$ cat config.mk
export PLATFORM = sky130hd
export DESIGN_NAME = ubst_core
export DESIGN_NICKNAME = d
export VERILOG_FILES = /design/src/rtl/ubst_core.v
export VERILOG_INCLUDE_DIRS = /design/src /design/src/rtl
export SDC_FILE = /design/constraint.sdc
export NUM_CORES = 1
export LEC_CHECK = 0
export ABC_AREA = 0
export BUFFER_PORTS_ARGS = -buffer_cell sky130_fd_sc_hd__buf_2
export CORE_MARGIN = 2
export CORE_UTILIZATION = 60
export CTS_BUF_LIST = sky130_fd_sc_hd__clkbuf_8
export CTS_CLUSTER_SIZE = 16
export DETAILED_ROUTE_END_ITERATION = 16
export GPL_TIMING_DRIVEN = 0
export PLACE_DENSITY = 0.86
export SETUP_SLACK_MARGIN = 0.02
export SLEW_MARGIN = 20
export SYNTH_ARGS = -nofsm -noshare
export SYNTH_HDL_FRONTEND = slang
export SYNTH_SLANG_ARGS = --single-unit
$ cat constraint.sdc
create_clock -name clk_sys_i -period 7.28 [get_ports clk_sys_i]
set_clock_uncertainty 0.15 [all_clocks]
set_input_delay 1.092 -clock clk_sys_i [delete_from_list [all_inputs] [get_ports clk_sys_i]]
set_output_delay 1.092 -clock clk_sys_i [all_outputs]
set_load 0.01 [all_outputs]
$ cat src/rtl/ubst_consts.vh
// constants for the uart baud, sleep and time-out core
`ifndef UBST_CONSTS_VH
`define UBST_CONSTS_VH
// register addresses (4-bit register port)
`define UBST_ADDR_DIV_LOW 4'h0
`define UBST_ADDR_DIV_HIGH 4'h1
`define UBST_ADDR_IER 4'h2
`define UBST_ADDR_IDENT 4'h3
`define UBST_ADDR_LINE_FMT 4'h4
`define UBST_ADDR_MODEM_CTL 4'h5
`define UBST_ADDR_LINE_STATE 4'h6
`define UBST_ADDR_EFR 4'h7
`define UBST_ADDR_SAMPLE 4'h8
`define UBST_ADDR_STATUS 4'h9
// field positions
`define UBST_IER_SLEEP_BIT 4
`define UBST_EFR_ENH_BIT 4
`define UBST_LFMT_BREAK_BIT 6
`define UBST_LFMT_PAR_BIT 3
`define UBST_LFMT_STOP_BIT 2
`define UBST_MCTL_PRESC_BIT 7
`define UBST_LSR_BREAK_BIT 4
// reset values
`define UBST_LINE_FMT_RST 8'h1D
`define UBST_SAMPLE_RST 8'h00
// interrupt identification codes
`define UBST_IDENT_NONE 6'h01
`define UBST_IDENT_TIMEOUT 6'h0C
`define UBST_IDENT_RXDATA 6'h04
`define UBST_IDENT_TXEMPTY 6'h02
`define UBST_IDENT_MODEM 6'h00
// timing
`define UBST_BASE_SAMPLE 6'd16
`define UBST_TIMEOUT_CHARS 3'd4
`define UBST_PRESC_DIV 2'd3
`endif

$ cat src/rtl/ubst_core.v
// uart baud generator, sleep control, receive time-out and break logic
//
// The placing of the registers and the strobed register port were decided locally.
`timescale 1ns/1ps
`include "ubst_consts.vh"
module ubst_core #(
  parameter DIV_W = 16
) (
  input wire clk_sys_i,
  input wire rst_i,
  input wire [3:0] reg_addr_i,
  input wire [7:0] reg_wdata_i,
  input wire reg_wr_i,
  input wire reg_rd_i,
  output reg [7:0] reg_rdata_o,
  input wire rx_i,
  input wire [3:0] modem_in_i,
  input wire tx_data_i,
  input wire tx_fifo_empty_i,
  input wire tx_shift_empty_i,
  input wire rx_fifo_empty_i,
  input wire rx_above_trig_i,
  input wire rx_stop_mid_i,
  input wire rx_fifo_rd_i,
  input wire tx_fifo_wr_i,
  input wire line_err_i,
  input wire modem_chg_i,
  output wire tx_o,
  output wire irq_n_o,
  output wire baud_tick_o,
  output wire uart_clk_en_o,
  output reg sleep_o
);
  // ----------------------------------------------------------------
  // registers
  // ----------------------------------------------------------------
  reg [7:0] div_low_r;
  reg [7:0] div_high_r;
  reg [7:0] interrupt_enable_reg_r;
  reg [7:0] line_format_reg_r;
  reg [7:0] modem_control_reg_r;
  reg [7:0] enhanced_feature_reg_r;
  reg [3:0] sample_reduction_field_r;
  reg [3:0] sample_extension_field_r;
  reg [1:0] presc_cnt_r;
  reg [DIV_W-1:0] div_cnt_r;
  reg [5:0] samp_cnt_r;
  reg [11:0] char_cnt_r;
  reg [2:0] to_chars_r;
  reg timeout_pend_r;
  reg [11:0] low_cnt_r;
  reg break_det_r;
  reg rx_d_r;
  reg [3:0] modem_d_r;
  wire [DIV_W-1:0] divisor;
  wire [5:0] sample_rate;
  wire presc_tick;
  wire div_tick;
  wire bit_tick;
  wire [11:0] frame_samples;
  wire [5:0] ident_code;
  wire [7:0] line_state_reg;
  wire sleep_ok;
  wire wake;

  // frame length in bits from word length, parity and stop setting
  function [3:0] frame_bits;
    input [7:0] fmt;
    begin
      frame_bits = 4'd6 + {2'b00, fmt[1:0]} + {3'b000, fmt[`UBST_LFMT_PAR_BIT]}
                   + {3'b000, fmt[`UBST_LFMT_STOP_BIT]};
    end
  endfunction

  // ----------------------------------------------------------------
  // register writes
  // ----------------------------------------------------------------
  // divisor bytes are not reset so a programmed divisor survives reset
  always @(posedge clk_sys_i) begin
    if (reg_wr_i && reg_addr_i == `UBST_ADDR_DIV_LOW) begin
      div_low_r <= reg_wdata_i;
    end
    if (reg_wr_i && reg_addr_i == `UBST_ADDR_DIV_HIGH) begin
      div_high_r <= reg_wdata_i;
    end
  end

  always @(posedge clk_sys_i) begin
    if (rst_i) begin
      interrupt_enable_reg_r <= 8'h00;
      line_format_reg_r <= `UBST_LINE_FMT_RST;
      modem_control_reg_r <= 8'h00; // divide-by-1 after reset
      enhanced_feature_reg_r <= 8'h00;
      sample_reduction_field_r <= 4'h0;
      sample_extension_field_r <= 4'h0;
    end else if (reg_wr_i) begin
      case (reg_addr_i)
        `UBST_ADDR_IER: interrupt_enable_reg_r <= reg_wdata_i;
        `UBST_ADDR_LINE_FMT: line_format_reg_r <= reg_wdata_i;
        `UBST_ADDR_MODEM_CTL: modem_control_reg_r <= reg_wdata_i;
        `UBST_ADDR_EFR: enhanced_feature_reg_r <= reg_wdata_i;
        `UBST_ADDR_SAMPLE: begin
          sample_reduction_field_r <= reg_wdata_i[3:0];
          sample_extension_field_r <= reg_wdata_i[7:4];
        end
        default: ;
      endcase
    end
  end

  // ----------------------------------------------------------------
  // baud generator
  // ----------------------------------------------------------------
  assign divisor = {div_high_r, div_low_r};
  assign sample_rate = `UBST_BASE_SAMPLE - {2'b00, sample_reduction_field_r}
                       + {2'b00, sample_extension_field_r};
  assign presc_tick = !modem_control_reg_r[`UBST_MCTL_PRESC_BIT] ||
                      (presc_cnt_r == `UBST_PRESC_DIV);
  // compare with >= so a count left above a newly shrunk limit wraps at once,
  // instead of running all the way round the counter
  assign div_tick = presc_tick && (divisor != 16'h0000) &&
                    (div_cnt_r >= divisor - 16'h0001);
  assign bit_tick = div_tick && (samp_cnt_r >= sample_rate - 6'd1);
  assign baud_tick_o = bit_tick; // shared by tx and rx

  // counters run only while the uart clock is enabled
  always @(posedge clk_sys_i) begin
    if (rst_i) begin
      presc_cnt_r <= 2'd0;
      div_cnt_r <= {DIV_W{1'b0}};
      samp_cnt_r <= 6'd0;
    end else if (!sleep_o) begin
      presc_cnt_r <= presc_tick ? 2'd0 : presc_cnt_r + 2'd1;
      if (divisor == 16'h0000) begin
        div_cnt_r <= {DIV_W{1'b0}}; // no baud clock
        samp_cnt_r <= 6'd0;
      end else if (presc_tick) begin
        div_cnt_r <= div_tick ? {DIV_W{1'b0}} : div_cnt_r + 16'h0001;
        if (div_tick) begin
          samp_cnt_r <= bit_tick ? 6'd0 : samp_cnt_r + 6'd1;
        end
      end
    end
  end

  // ----------------------------------------------------------------
  // receive time-out and break detection
  // ----------------------------------------------------------------
  assign frame_samples = {8'h00, frame_bits(line_format_reg_r)};

  // counts character times since last stop bit or fifo read
  always @(posedge clk_sys_i) begin
    if (rst_i) begin
      char_cnt_r <= 12'd0;
      to_chars_r <= 3'd0;
      timeout_pend_r <= 1'b0;
    end else if (rx_stop_mid_i || rx_fifo_rd_i) begin
      char_cnt_r <= 12'd0;
      to_chars_r <= 3'd0;
      timeout_pend_r <= 1'b0;
    end else if (!sleep_o && bit_tick && !rx_fifo_empty_i && !rx_above_trig_i) begin
      if (char_cnt_r == frame_samples - 12'd1) begin
        char_cnt_r <= 12'd0;
        if (to_chars_r == `UBST_TIMEOUT_CHARS - 3'd1) begin
          timeout_pend_r <= 1'b1;
        end else begin
          to_chars_r <= to_chars_r + 3'd1;
        end
      end else begin
        char_cnt_r <= char_cnt_r + 12'd1;
      end
    end
  end

  // rx low for more than one whole frame flags a break
  always @(posedge clk_sys_i) begin
    if (rst_i) begin
      low_cnt_r <= 12'd0;
      break_det_r <= 1'b0;
    end else if (rx_i) begin
      low_cnt_r <= 12'd0;
      break_det_r <= 1'b0;
    end else if (bit_tick) begin
      if (low_cnt_r > frame_samples) begin
        break_det_r <= 1'b1;
      end else begin
        low_cnt_r <= low_cnt_r + 12'd1;
      end
    end
  end

  // break control forces tx low until cleared
  assign tx_o = line_format_reg_r[`UBST_LFMT_BREAK_BIT] ? 1'b0 : tx_data_i;

  // ----------------------------------------------------------------
  // interrupt identification
  // ----------------------------------------------------------------
  // priority: line status, time-out / rx data, tx empty, modem
  assign ident_code =
    (interrupt_enable_reg_r[2] && (line_err_i || break_det_r)) ? 6'h06 :
    (interrupt_enable_reg_r[0] && timeout_pend_r) ? `UBST_IDENT_TIMEOUT :
    (interrupt_enable_reg_r[0] && rx_above_trig_i) ? `UBST_IDENT_RXDATA :
    (interrupt_enable_reg_r[1] && tx_fifo_empty_i) ? `UBST_IDENT_TXEMPTY :
    (interrupt_enable_reg_r[3] && modem_chg_i) ? `UBST_IDENT_MODEM :
    `UBST_IDENT_NONE;
  // with enable bits 3:0 zero every source is masked, so polling only
  assign irq_n_o = ident_code[0];

  assign line_state_reg = {1'b0, tx_fifo_empty_i && tx_shift_empty_i, tx_fifo_empty_i,
                           break_det_r, 3'b000, !rx_fifo_empty_i};

  // ----------------------------------------------------------------
  // sleep control
  // ----------------------------------------------------------------
  assign sleep_ok = enhanced_feature_reg_r[`UBST_EFR_ENH_BIT] &&
                    interrupt_enable_reg_r[`UBST_IER_SLEEP_BIT] &&
                    rx_i && !break_det_r && tx_fifo_empty_i && tx_shift_empty_i &&
                    (ident_code == `UBST_IDENT_NONE || ident_code == `UBST_IDENT_TXEMPTY) &&
                    rx_fifo_empty_i;
  assign wake = (rx_i != rx_d_r) || (modem_in_i != modem_d_r) || tx_fifo_wr_i;

  always @(posedge clk_sys_i) begin
    if (rst_i) begin
      sleep_o <= 1'b0;
      rx_d_r <= 1'b1;
      modem_d_r <= 4'h0;
    end else begin
      rx_d_r <= rx_i;
      modem_d_r <= modem_in_i;
      if (wake || !sleep_ok) begin
        sleep_o <= 1'b0;
      end else begin
        sleep_o <= 1'b1;
      end
    end
  end
  assign uart_clk_en_o = !sleep_o;

  // ----------------------------------------------------------------
  // register reads
  // ----------------------------------------------------------------
  always @(posedge clk_sys_i) begin
    if (rst_i) begin
      reg_rdata_o <= 8'h00;
    end else if (reg_rd_i) begin
      case (reg_addr_i)
        `UBST_ADDR_DIV_LOW: reg_rdata_o <= div_low_r;
        `UBST_ADDR_DIV_HIGH: reg_rdata_o <= div_high_r;
        `UBST_ADDR_IER: reg_rdata_o <= interrupt_enable_reg_r;
        `UBST_ADDR_IDENT: reg_rdata_o <= {2'b00, ident_code};
        `UBST_ADDR_LINE_FMT: reg_rdata_o <= line_format_reg_r;
        `UBST_ADDR_MODEM_CTL: reg_rdata_o <= modem_control_reg_r;
        `UBST_ADDR_LINE_STATE: reg_rdata_o <= line_state_reg;
        `UBST_ADDR_EFR: reg_rdata_o <= enhanced_feature_reg_r;
        `UBST_ADDR_SAMPLE: reg_rdata_o <= {sample_extension_field_r, sample_reduction_field_r};
        `UBST_ADDR_STATUS: reg_rdata_o <= {5'h00, timeout_pend_r, break_det_r, sleep_o};
        default: reg_rdata_o <= 8'h00;
      endcase
    end else begin
      reg_rdata_o <= 8'h00;
    end
  end
endmodule // ubst_core

==> impl_metrics.ini, run 1 <==
[status]
outcome = completed

[critical_path]
crit_type = flip-flop to primary output
arrival_ns = 4.12
cp-end-kind = primary output
crit_fanout = 9
critPathLaunchType = flip-flop
required_ns = 6.04

[pwr]
p_sw_frac = 0.2483
leakage_nw = 2.788
power_frac_comb = 0.073
power_frac_clock = 0.434
powerDensity_nw_per_um2 = 198.7
share_seq_of_total_power = 0.494
p_switching_mw = 0.3563
internal-power_mw = 1.079
ir_worst_vdd_v = 0.0001994

[clocking]
clk_latency_ns = 0.45
cts_made_buffers = 17
clockRootBuffer = clkbuf_8
cts_tree = built
clk_pin_slew_worst_paths_ns = 0.07
h-tree-depth = 4
clkSinkCount = 123
cts_hold_buf = 0
postCtsResizedCells = 0
ctsLongestPathBuffers = 2
postCtsSetupBuffers = 0

[synthesis]
synth-edff-count = 16
ys_types = 68
synth-compound-area-share = 0.1433
yosysSeqAreaShare = 0.4071
synth_cells = 721
avgSynthCellArea_sq_um = 8.935
yosysWarningCount = 0
synth_area_sq_um = 6442
synthSimpleGateAreaFrac = 0.2408
synthArstFlopShare = 0
synth_xor_area_frac = 0.05166
ys.flop_type = dfxtp_1
synth_adder_area_share = 0.08507
synth_top_family_by_area = simple AND/OR/NAND/NOR gates
ys_ff_latch = 123
synth_mux_area_frac = 0.03865
syn_nets = 794

[route]
drt_iter0_drc = 418
vias_per_cell = 6.125
drc = 0
wirelength_microns = 16590
drtPass1Iterations = 5
routedWlPerCell_microns = 17.84
ant_nets = 0
vias = 5696

[grt]
grt_antenna_before_repair = 0
grt_pass1_vias = 5473
grt_start_max_net_pins = 17
grt-ovfl-total = 0
grt_pass1_wl_microns = 26730
grt.total_usage = 0.3002

[floorplan]
die_h_microns = 107.6
dieArea_sq_um = 11580
num_io_pins = 44
fp.dieW_microns = 107.6
start_util = 0.6213
num_rows = 37
fp.coreArea_sq_um = 10370

[placed_design]
hpwl_microns = 12100
port_buffers = 41
place.gp.congestion = 0.9960

[finish]
layout_commonest_cell = dfxtp_1
drive_gt1_frac = 0.1209
antenna_cells = 0
final_util = 0.6963
nets = 854
final_cell_mix = dfxtp_1, nand2_1, a21oi_1, nor2_1, nand3_1
syn_to_final_growth_pct = 12.08
multi_input_area_sq_um = 3605
n_fill_cell = 808
ff_latch_area_sq_um = 2623

[sta]
setup_viol = 0
fmaxAchievable_mhz = 186.5
slew_headroom = 0.4854
hold_viol = 0
drv_slew = 0
finalCritPeriodShare = 0.7365
tightest_slew_ns = 0.7659
rsz0062_at_grt = no
fin_crit_ns = 5.361
fin_setup_tns_ns = 0

[run]
drv_cap = 0

[min_path]
holdCritPathClass = flip-flop to flip-flop
flip-flops by register name, indices dropped and copies added, names as in the netlist:
signal / cells
div_cnt_r: 16
char_cnt_r: 12
low_cnt_r: 12
div_high_r: 8
div_low_r: 8
enhanced_feature_reg_r: 8
interrupt_enable_reg_r: 8
line_format_reg_r: 8
modem_control_reg_r: 8
reg_rdata_o: 8
samp_cnt_r: 6
modem_d_r: 4
sample_extension_field_r: 4
sample_reduction_field_r: 4
to_chars_r: 3
presc_cnt_r: 2
break_det_r: 1
rx_d_r: 1
sleep_o: 1
timeout_pend_r: 1
per-stage QoR:
| stage | hold WS (ns) | setup slack, ns | instances | area, sq um | total power [mW] |
|---|---|---|---|---|---|
| after floorplan | 0.2802 | 2.889 | 721 | 6442 | 0.7857 |
| after global placement | 0.2888 | 2.498 | 898 | 6818 | 0.8212 |
| after detailed placement | 0.2971 | 2.435 | 898 | 6818 | 0.8247 |
| after CTS | 0.3092 | 1.947 | 930 | 7221 | 1.433 |
| after global routing | 0.3249 | 1.740 | 930 | 7221 | 1.475 |
| final | 0.3081 | 1.919 | 930 | 7221 | 1.435 |
power groups by stage:
stage,combinational [mW],sequential (mW),clock [mW]
3_5_place_dp,0.102,0.723,0
5_1_grt,0.114,0.709,0.652
3_3_place_gp,0.0985,0.723,0
6_report,0.104,0.708,0.622
4_1_cts,0.103,0.708,0.623
2_1_floorplan,0.0656,0.720,0
cell type report:
type	count	share of cell area
Clock inverter	14	0.02149
Multi-Input combinational cell	543	0.4992
Inverter	29	0.01577
Clock buffer	18	0.03431
Sequential cell	123	0.3632
Timing Repair Buffer	41	0.02842
Buffer	26	0.01404
Tap cell	136	0.02357
kinds of logic after synthesis:
logic type / count (synthesis)
AOI/OAI and AO/OA: 141
adders and majority gates: 42
DFF: 123
and+or+nand+nor: 299
muxes: 23
xor gates and xnor gates: 38
buffers and inverters: 55
layer usage:
layer	vias up	part of all wire	global-route usage
li1	2715	-	-
met1	2678	0.43	0.3854
met2	255	0.46	0.4843
met3	48	0.080	0.07264
met4	0	0.032	0.1255
met5	-	0	0
final timing paths:
path | start | to | slack (ns) | depth (start not counted)
setup reg to reg | div_low_r[5]$_DFFE_PP_ | char_cnt_r[6]$_SDFFE_PP0N_ | 2.95 | 14
hold / removal | modem_control_reg_r[2]$_SDFFE_PP0P_ | modem_control_reg_r[2]$_SDFFE_PP0P_ | 0.31 | 2
setup / recovery | div_low_r[5]$_DFFE_PP_ | baud_tick_o | 1.92 | 13
hold reg to reg | modem_control_reg_r[2]$_SDFFE_PP0P_ | modem_control_reg_r[2]$_SDFFE_PP0P_ | 0.31 | 2
critical path, stage by stage (launching register included):
cell      delay [ns]
edfxtp_1        0.45
or4_4           0.58
nor2_4          0.14
nand2_1         0.14
or4_1           0.44
xor2_1          0.17
ha_1            0.29
and3_1          0.19
and3_1          0.21
nor4b_4         0.14
o22a_2          0.29
o211ai_4        0.37
inv_6           0.08
buf_2           0.15
synth_stat cells, drive strengths merged, types with 2 or more instances:
library cell	n	area (sq um)
nor2	54	225.2
xnor2	12	105.1
nand3	46	230.2
xor2	26	227.7
nand4b	2	17.52
a32o	2	20.02
o21ai	24	120.1
a31oi	4	25.02
o31ai	3	22.52
clkbuf	23	86.33
a211oi	3	27.52
fa	3	60.06
a221oi	5	43.79
inv	29	113.9
o21a	7	52.55
ha	39	488.0
nor4	7	43.79
a32oi	2	17.52
nor2b	10	62.56
a21o	4	30.03
nor3	11	55.05
nand3b	6	45.04
a222oi	4	40.04
or3	12	75.07
dfxtp	107	2142
and3	14	87.58
nand2	89	334.1
or4	8	71.32
a21oi	65	329.1
and2	10	62.56
nand2b	8	57.55
buf	3	15.01
mux2	5	56.30
and4	4	35.03
o2111ai	4	41.29
nand4	11	68.82
mux2i	17	170.2
edfxtp	16	480.5
o211ai	4	48.79
Power figures use the tool's default switching activity.
==> run 2: changes to the inputs <==
--- a/config.mk
+++ b/config.mk
@@ -9,7 +9,7 @@
 export ABC_AREA = 0
 export BUFFER_PORTS_ARGS = -buffer_cell sky130_fd_sc_hd__buf_2
 export CORE_MARGIN = 2
-export CORE_UTILIZATION = 60
+export CORE_UTILIZATION = 57
 export CTS_BUF_LIST = sky130_fd_sc_hd__clkbuf_8
 export CTS_CLUSTER_SIZE = 16
 export DETAILED_ROUTE_END_ITERATION = 16
==> constraint.sdc (replaced) <==
create_clock -name clk_sys_i -period 4.7 [get_ports clk_sys_i]
set_clock_uncertainty 0.15 [all_clocks]
set_input_delay 0.705 -clock clk_sys_i [delete_from_list [all_inputs] [get_ports clk_sys_i]]
set_output_delay 0.705 -clock clk_sys_i [all_outputs]
set_load 0.01 [all_outputs]
==> impl_metrics.ini, run 2 (synthesis gave the netlist of run 1 again) <==
[sta]
tightest_slew_ns = 0.7539
rsz0062_at_grt = yes
setup_viol = 0
slew_headroom = 0.4935
fin_crit_ns = 4.603
fmaxAchievable_mhz = 217.2
fin_setup_tns_ns = 0
finalCritPeriodShare = 0.9794
hold_viol = 0
drv_slew = 0

[pwr]
p_switching_mw = 0.5657
p_total_mw = 2.472
power_frac_clock = 0.488
share_seq_of_total_power = 0.444
power_frac_comb = 0.068
p_sw_frac = 0.2288
powerDensity_nw_per_um2 = 329.0
leakage_nw = 2.950
ir_worst_vdd_v = 0.0002276
internal-power_mw = 1.907

[critical_path]
cp.depth = 13
cp_num_buf_inv = 2
ff2ff_setup_slack_ns = 0.40
arrival_ns = 3.75
r2r_cells = 16
cp-end-kind = primary output
crit_family = simple AND/OR/NAND/NOR gates
critPathLaunchType = flip-flop
crit_type = flip-flop to primary output
crit_slowest_cell = or4_4
slowest_delay_ns = 0.57
worstReg2RegStart = div_low_r[5]$_DFFE_PP_
worstSetupEndpoint = baud_tick_o
crit_fanout = 5
required_ns = 3.85
setup.worst_path.start = div_low_r[5]$_DFFE_PP_
cp_cell_sequence = or4_4, nor2_4, nand2_4, or4_4, xor2_2, ha_1, and3_4, and3_4, nor4b_4, o22a_2, o211ai_4, clkinv_4, buf_6
r2r_end = char_cnt_r[6]$_SDFFE_PP0N_

[finish]
final_util = 0.6872
fin_cells = 952
nets = 872
drive_gt1_frac = 0.1527
final_area_sq_um = 7515
reg_top3 = div_cnt_r: 16 flops, char_cnt_r: 12 flops, low_cnt_r: 12 flops
antenna_cells = 0
largest_register_ffs = 16
layout_commonest_cell = dfxtp_1
multi_input_area_sq_um = 3649
top_register = div_cnt_r
n_fill_cell = 818
syn_to_final_growth_pct = 16.64
ff_latch_area_sq_um = 2623
final_cell_mix = dfxtp_1, nand2_1, a21oi_1, nor2_1, nand3_1

[clocking]
clkSinkCount = 123
cts_made_buffers = 17
cts_hold_buf = 0
clk_latency_ns = 0.45
cts_tree = built
clockRootBuffer = clkbuf_8
h-tree-depth = 4
ctsLongestPathBuffers = 2
clk_pin_slew_worst_paths_ns = 0.07

[placed_design]
place.gp.congestion = 0.9831
place_area_sq_um = 6823
hpwl_microns = 12460
dp.cells = 902
port_buffers = 41

[grt]
grt_start_max_net_pins = 17
grt_pass1_vias = 5753
grt-ovfl-total = 0
grt.total_usage = 0.3078
grt_antenna_before_repair = 0
grt_pass1_wl_microns = 28450

[min_path]
holdCritPathClass = flip-flop to flip-flop

[route]
ant_nets = 0
vias = 5890
drt_iter0_drc = 567
routedWlPerCell_microns = 18.64
drtPass1Iterations = 6
wirelength_microns = 17750
vias_per_cell = 6.187
drc = 0

[floorplan]
start_util = 0.5891
fp.coreArea_sq_um = 10940
fp.dieW_microns = 110.3
num_rows = 38
dieArea_sq_um = 12170
die_h_microns = 110.3
num_io_pins = 44

[run]
drv_cap = 0

[status]
outcome = completed
run 2: per-stage QoR:
stage	hold slack, ns	setup slack (ns)
after floorplan	0.2802	0.6960
after global placement	0.2895	0.3006
after detailed placement	0.2973	0.2015
after CTS	0.3087	0.02169
after global routing	0.3217	-0.03499
final	0.3109	0.09690
run 2: cell type report:
type,instances,area share
Multi-Input combinational cell,543,0.4855
Sequential cell,123,0.3490
Timing Repair Buffer,59,0.04612
Clock buffer,19,0.03480
Clock inverter,13,0.03263
Tap cell,140,0.02331
Inverter,29,0.01515
Buffer,26,0.01349
run 2: what timing repair did:
action | in CTS | in global routing
gates resized for setup | 3 | 8
setup buffers | 6 | 12
endpoints found under the setup margin | 1 | 1
pin swaps | 3 | 4
run 2: power by group through the flow:
stage | registers, mW | clock network, mW | logic, mW
after detailed placement | 1.12 | 0 | 0.160
after CTS | 1.10 | 1.20 | 0.163
after global routing | 1.10 | 1.25 | 0.183
after floorplan | 1.12 | 0 | 0.102
final | 1.10 | 1.21 | 0.169
after global placement | 1.12 | 0 | 0.153
run 2: routing by layer:
metal  wire length (microns)  track usage
met5                       0            0
met4                     811       0.1741
met3                    1374      0.06584
met2                    8433       0.4965
met1                    7129       0.3820
run 2: worst min path at each step:
| stage | depth (start not counted) | start | end |
|---|---|---|---|
| global placement | 2 | interrupt_enable_reg_r[5]$_SDFFE_PP0P_ | interrupt_enable_reg_r[5]$_SDFFE_PP0P_ |
| floorplan | 1 | low_cnt_r[5]$_SDFFE_PP0P_ | low_cnt_r[5]$_SDFFE_PP0P_ |
| detailed placement | 1 | low_cnt_r[5]$_SDFFE_PP0P_ | low_cnt_r[5]$_SDFFE_PP0P_ |
| finish | 1 | low_cnt_r[5]$_SDFFE_PP0P_ | low_cnt_r[5]$_SDFFE_PP0P_ |
| global route | 1 | low_cnt_r[7]$_SDFFE_PP0P_ | low_cnt_r[7]$_SDFFE_PP0P_ |
| CTS | 2 | interrupt_enable_reg_r[5]$_SDFFE_PP0P_ | interrupt_enable_reg_r[5]$_SDFFE_PP0P_ |
==> run 3: changes to the inputs <==
--- a/config.mk
+++ b/config.mk
@@ -8,13 +8,15 @@
 export LEC_CHECK = 0
 export ABC_AREA = 0
 export BUFFER_PORTS_ARGS = -buffer_cell sky130_fd_sc_hd__buf_2
+export CELL_PAD_IN_SITES_DETAIL_PLACEMENT = 0
+export CELL_PAD_IN_SITES_GLOBAL_PLACEMENT = 2
 export CORE_MARGIN = 2
-export CORE_UTILIZATION = 57
+export CORE_UTILIZATION = 35
 export CTS_BUF_LIST = sky130_fd_sc_hd__clkbuf_8
 export CTS_CLUSTER_SIZE = 16
 export DETAILED_ROUTE_END_ITERATION = 16
 export GPL_TIMING_DRIVEN = 0
-export PLACE_DENSITY = 0.86
+export PLACE_DENSITY = 0.84
 export SETUP_SLACK_MARGIN = 0.02
 export SLEW_MARGIN = 20
 export SYNTH_ARGS = -nofsm -noshare
==> impl_metrics.ini, run 3 (synthesis gave the netlist of run 1 again) <==
[pwr]
p_total_mw = 2.170
leakage_nw = 2.868
powerDensity_nw_per_um2 = 289.8
ir_worst_vdd_v = 0.0001770

[sta]
fin_setup_tns_ns = 0
holdWs_ns = 0.3105
hold_viol = 0
fin_crit_ns = 4.589
tightest_slew_ns = 0.8921
fmaxAchievable_mhz = 217.9
slew_headroom = 0.4007
setup_viol = 0
rsz0062_at_grt = no
fin_ws_ns = 0.1110
finalCritPeriodShare = 0.9764
drv_slew = 0

[placed_design]
hpwl_microns = 13450
dp.cells = 991
port_buffers = 41
dp_slack_ns = 0.1498
place.gp.congestion = 0.8979

[finish]
final_cell_mix = dfxtp_1, nand2_1, a21oi_1, nor2_1, nand3_1
top_register = div_cnt_r
layout_commonest_cell = dfxtp_1
antenna_cells = 0
largest_register_ffs = 16
fin_cells = 1040
syn_to_final_growth_pct = 16.26
nets = 871
drive_gt1_frac = 0.1529
reg_top3 = div_cnt_r: 16 flops, char_cnt_r: 12 flops, low_cnt_r: 12 flops

[min_path]
holdCritPathClass = flip-flop to flip-flop
whs_path_depth = 2
min_from = interrupt_enable_reg_r[5]$_SDFFE_PP0P_
hold_end = interrupt_enable_reg_r[5]$_SDFFE_PP0P_

[clocking]
clkSinkCount = 123
h-tree-depth = 4
ctsLongestPathBuffers = 2
cts_tree = built
cts_hold_buf = 0
clockRootBuffer = clkbuf_8
cts_made_buffers = 17
clk_pin_slew_worst_paths_ns = 0.08
clk_latency_ns = 0.45

[route]
routedWlPerCell_microns = 17.59
drc = 0
vias_per_cell = 5.393
ant_nets = 0
drtPass1Iterations = 5
vias = 5609
drt_iter0_drc = 325
wirelength_microns = 18290

[critical_path]
cp-end-kind = primary output
worstReg2RegStart = div_low_r[2]$_DFFE_PP_
slowest_delay_ns = 0.56
r2r_cells = 15
cp_cell_sequence = or4_4, nor2_4, nand2_4, or4_4, xor2_2, ha_1, and3_4, and3_4, nor4b_4, o22a_4, o211ai_4, clkinv_4, buf_6
arrival_ns = 3.73
crit_type = flip-flop to primary output
required_ns = 3.85
r2r_end = char_cnt_r[2]$_SDFFE_PP0N_
critPathLaunchType = flip-flop
ff2ff_setup_slack_ns = 0.47
crit_fanout = 5
crit_slowest_cell = or4_4

[grt]
grt.total_usage = 0.1875
grt_pass1_wl_microns = 28730
grt_start_max_net_pins = 17
grt-ovfl-total = 0
grt_antenna_before_repair = 0
grt_pass1_vias = 5427

[floorplan]
num_io_pins = 44
fp.dieW_microns = 139.7
fp.coreArea_sq_um = 18020
dieArea_sq_um = 19510
start_util = 0.3574
die_h_microns = 139.7
num_rows = 49

[status]
outcome = completed

[run]
drv_cap = 0
run 3: how the worst max path moves through the flow:
stage                                      start          end  slack (ns)
final                     div_low_r[2]$_DFFE_PP_  baud_tick_o        0.11
after floorplan           div_low_r[2]$_DFFE_PP_  baud_tick_o        0.70
after global placement    div_low_r[2]$_DFFE_PP_  baud_tick_o        0.22
after global routing      div_low_r[2]$_DFFE_PP_  baud_tick_o       0.003
after CTS                 div_low_r[5]$_DFFE_PP_  baud_tick_o        0.03
after detailed placement  div_low_r[2]$_DFFE_PP_  baud_tick_o        0.15
run 3: metrics by stage:
stage	instance area (sq um)	util
global route	7490	0.4155
finish	7490	0.4155
floorplan	6442	-
CTS	7387	0.4098
detailed placement	6934	0.3847
global placement	6934	0.3847
run 3: layout make-up:
type | instances | area (sq um)
inverter | 29 | 113.9
multi-input combinational | 543 | 3651
tap | 229 | 286.5
fill | 1835 | 10540
timing repair buffer | 58 | 339.1
buffer | 26 | 101.3
clock inverter | 15 | 141.4
clock buffer | 17 | 234.0
sequential | 123 | 2623
run 3: worst max-delay path, delay by kind of cell, from the launching register on:
kind,cells,cell delay [ns]
and+or+nand+nor,7,1.72
AOI/OAI and AO/OA,2,0.46
DFF,1,0.40
xor gates and xnor gates,1,0.17
adders and majority gates,1,0.33
buffers and inverters,2,0.22
run 3: routing by layer:
metal  GRT usage  part of all wire  vias up
met5           0                 0        -
li1            -                 -     2755
met4     0.07421             0.023        0
met1      0.2400              0.46     2681
met3     0.03476             0.041       25
met2      0.3137              0.48      148
run 3: what timing repair did:
action | CTS | global route
gates cloned | 0 | 0
pin swaps | 4 | 5
buffers inserted | 7 | 10
setup endpoints to repair | 1 | 1
resized for setup | 5 | 7
run 3: power by group:
group          switching, mW  internal [mW]  leakage (nW)
Combinational          0.104         0.0622          1.67
Clock                  0.483          0.426         0.184
Sequential            0.0168           1.08          1.01
Total                  0.603           1.57          2.87
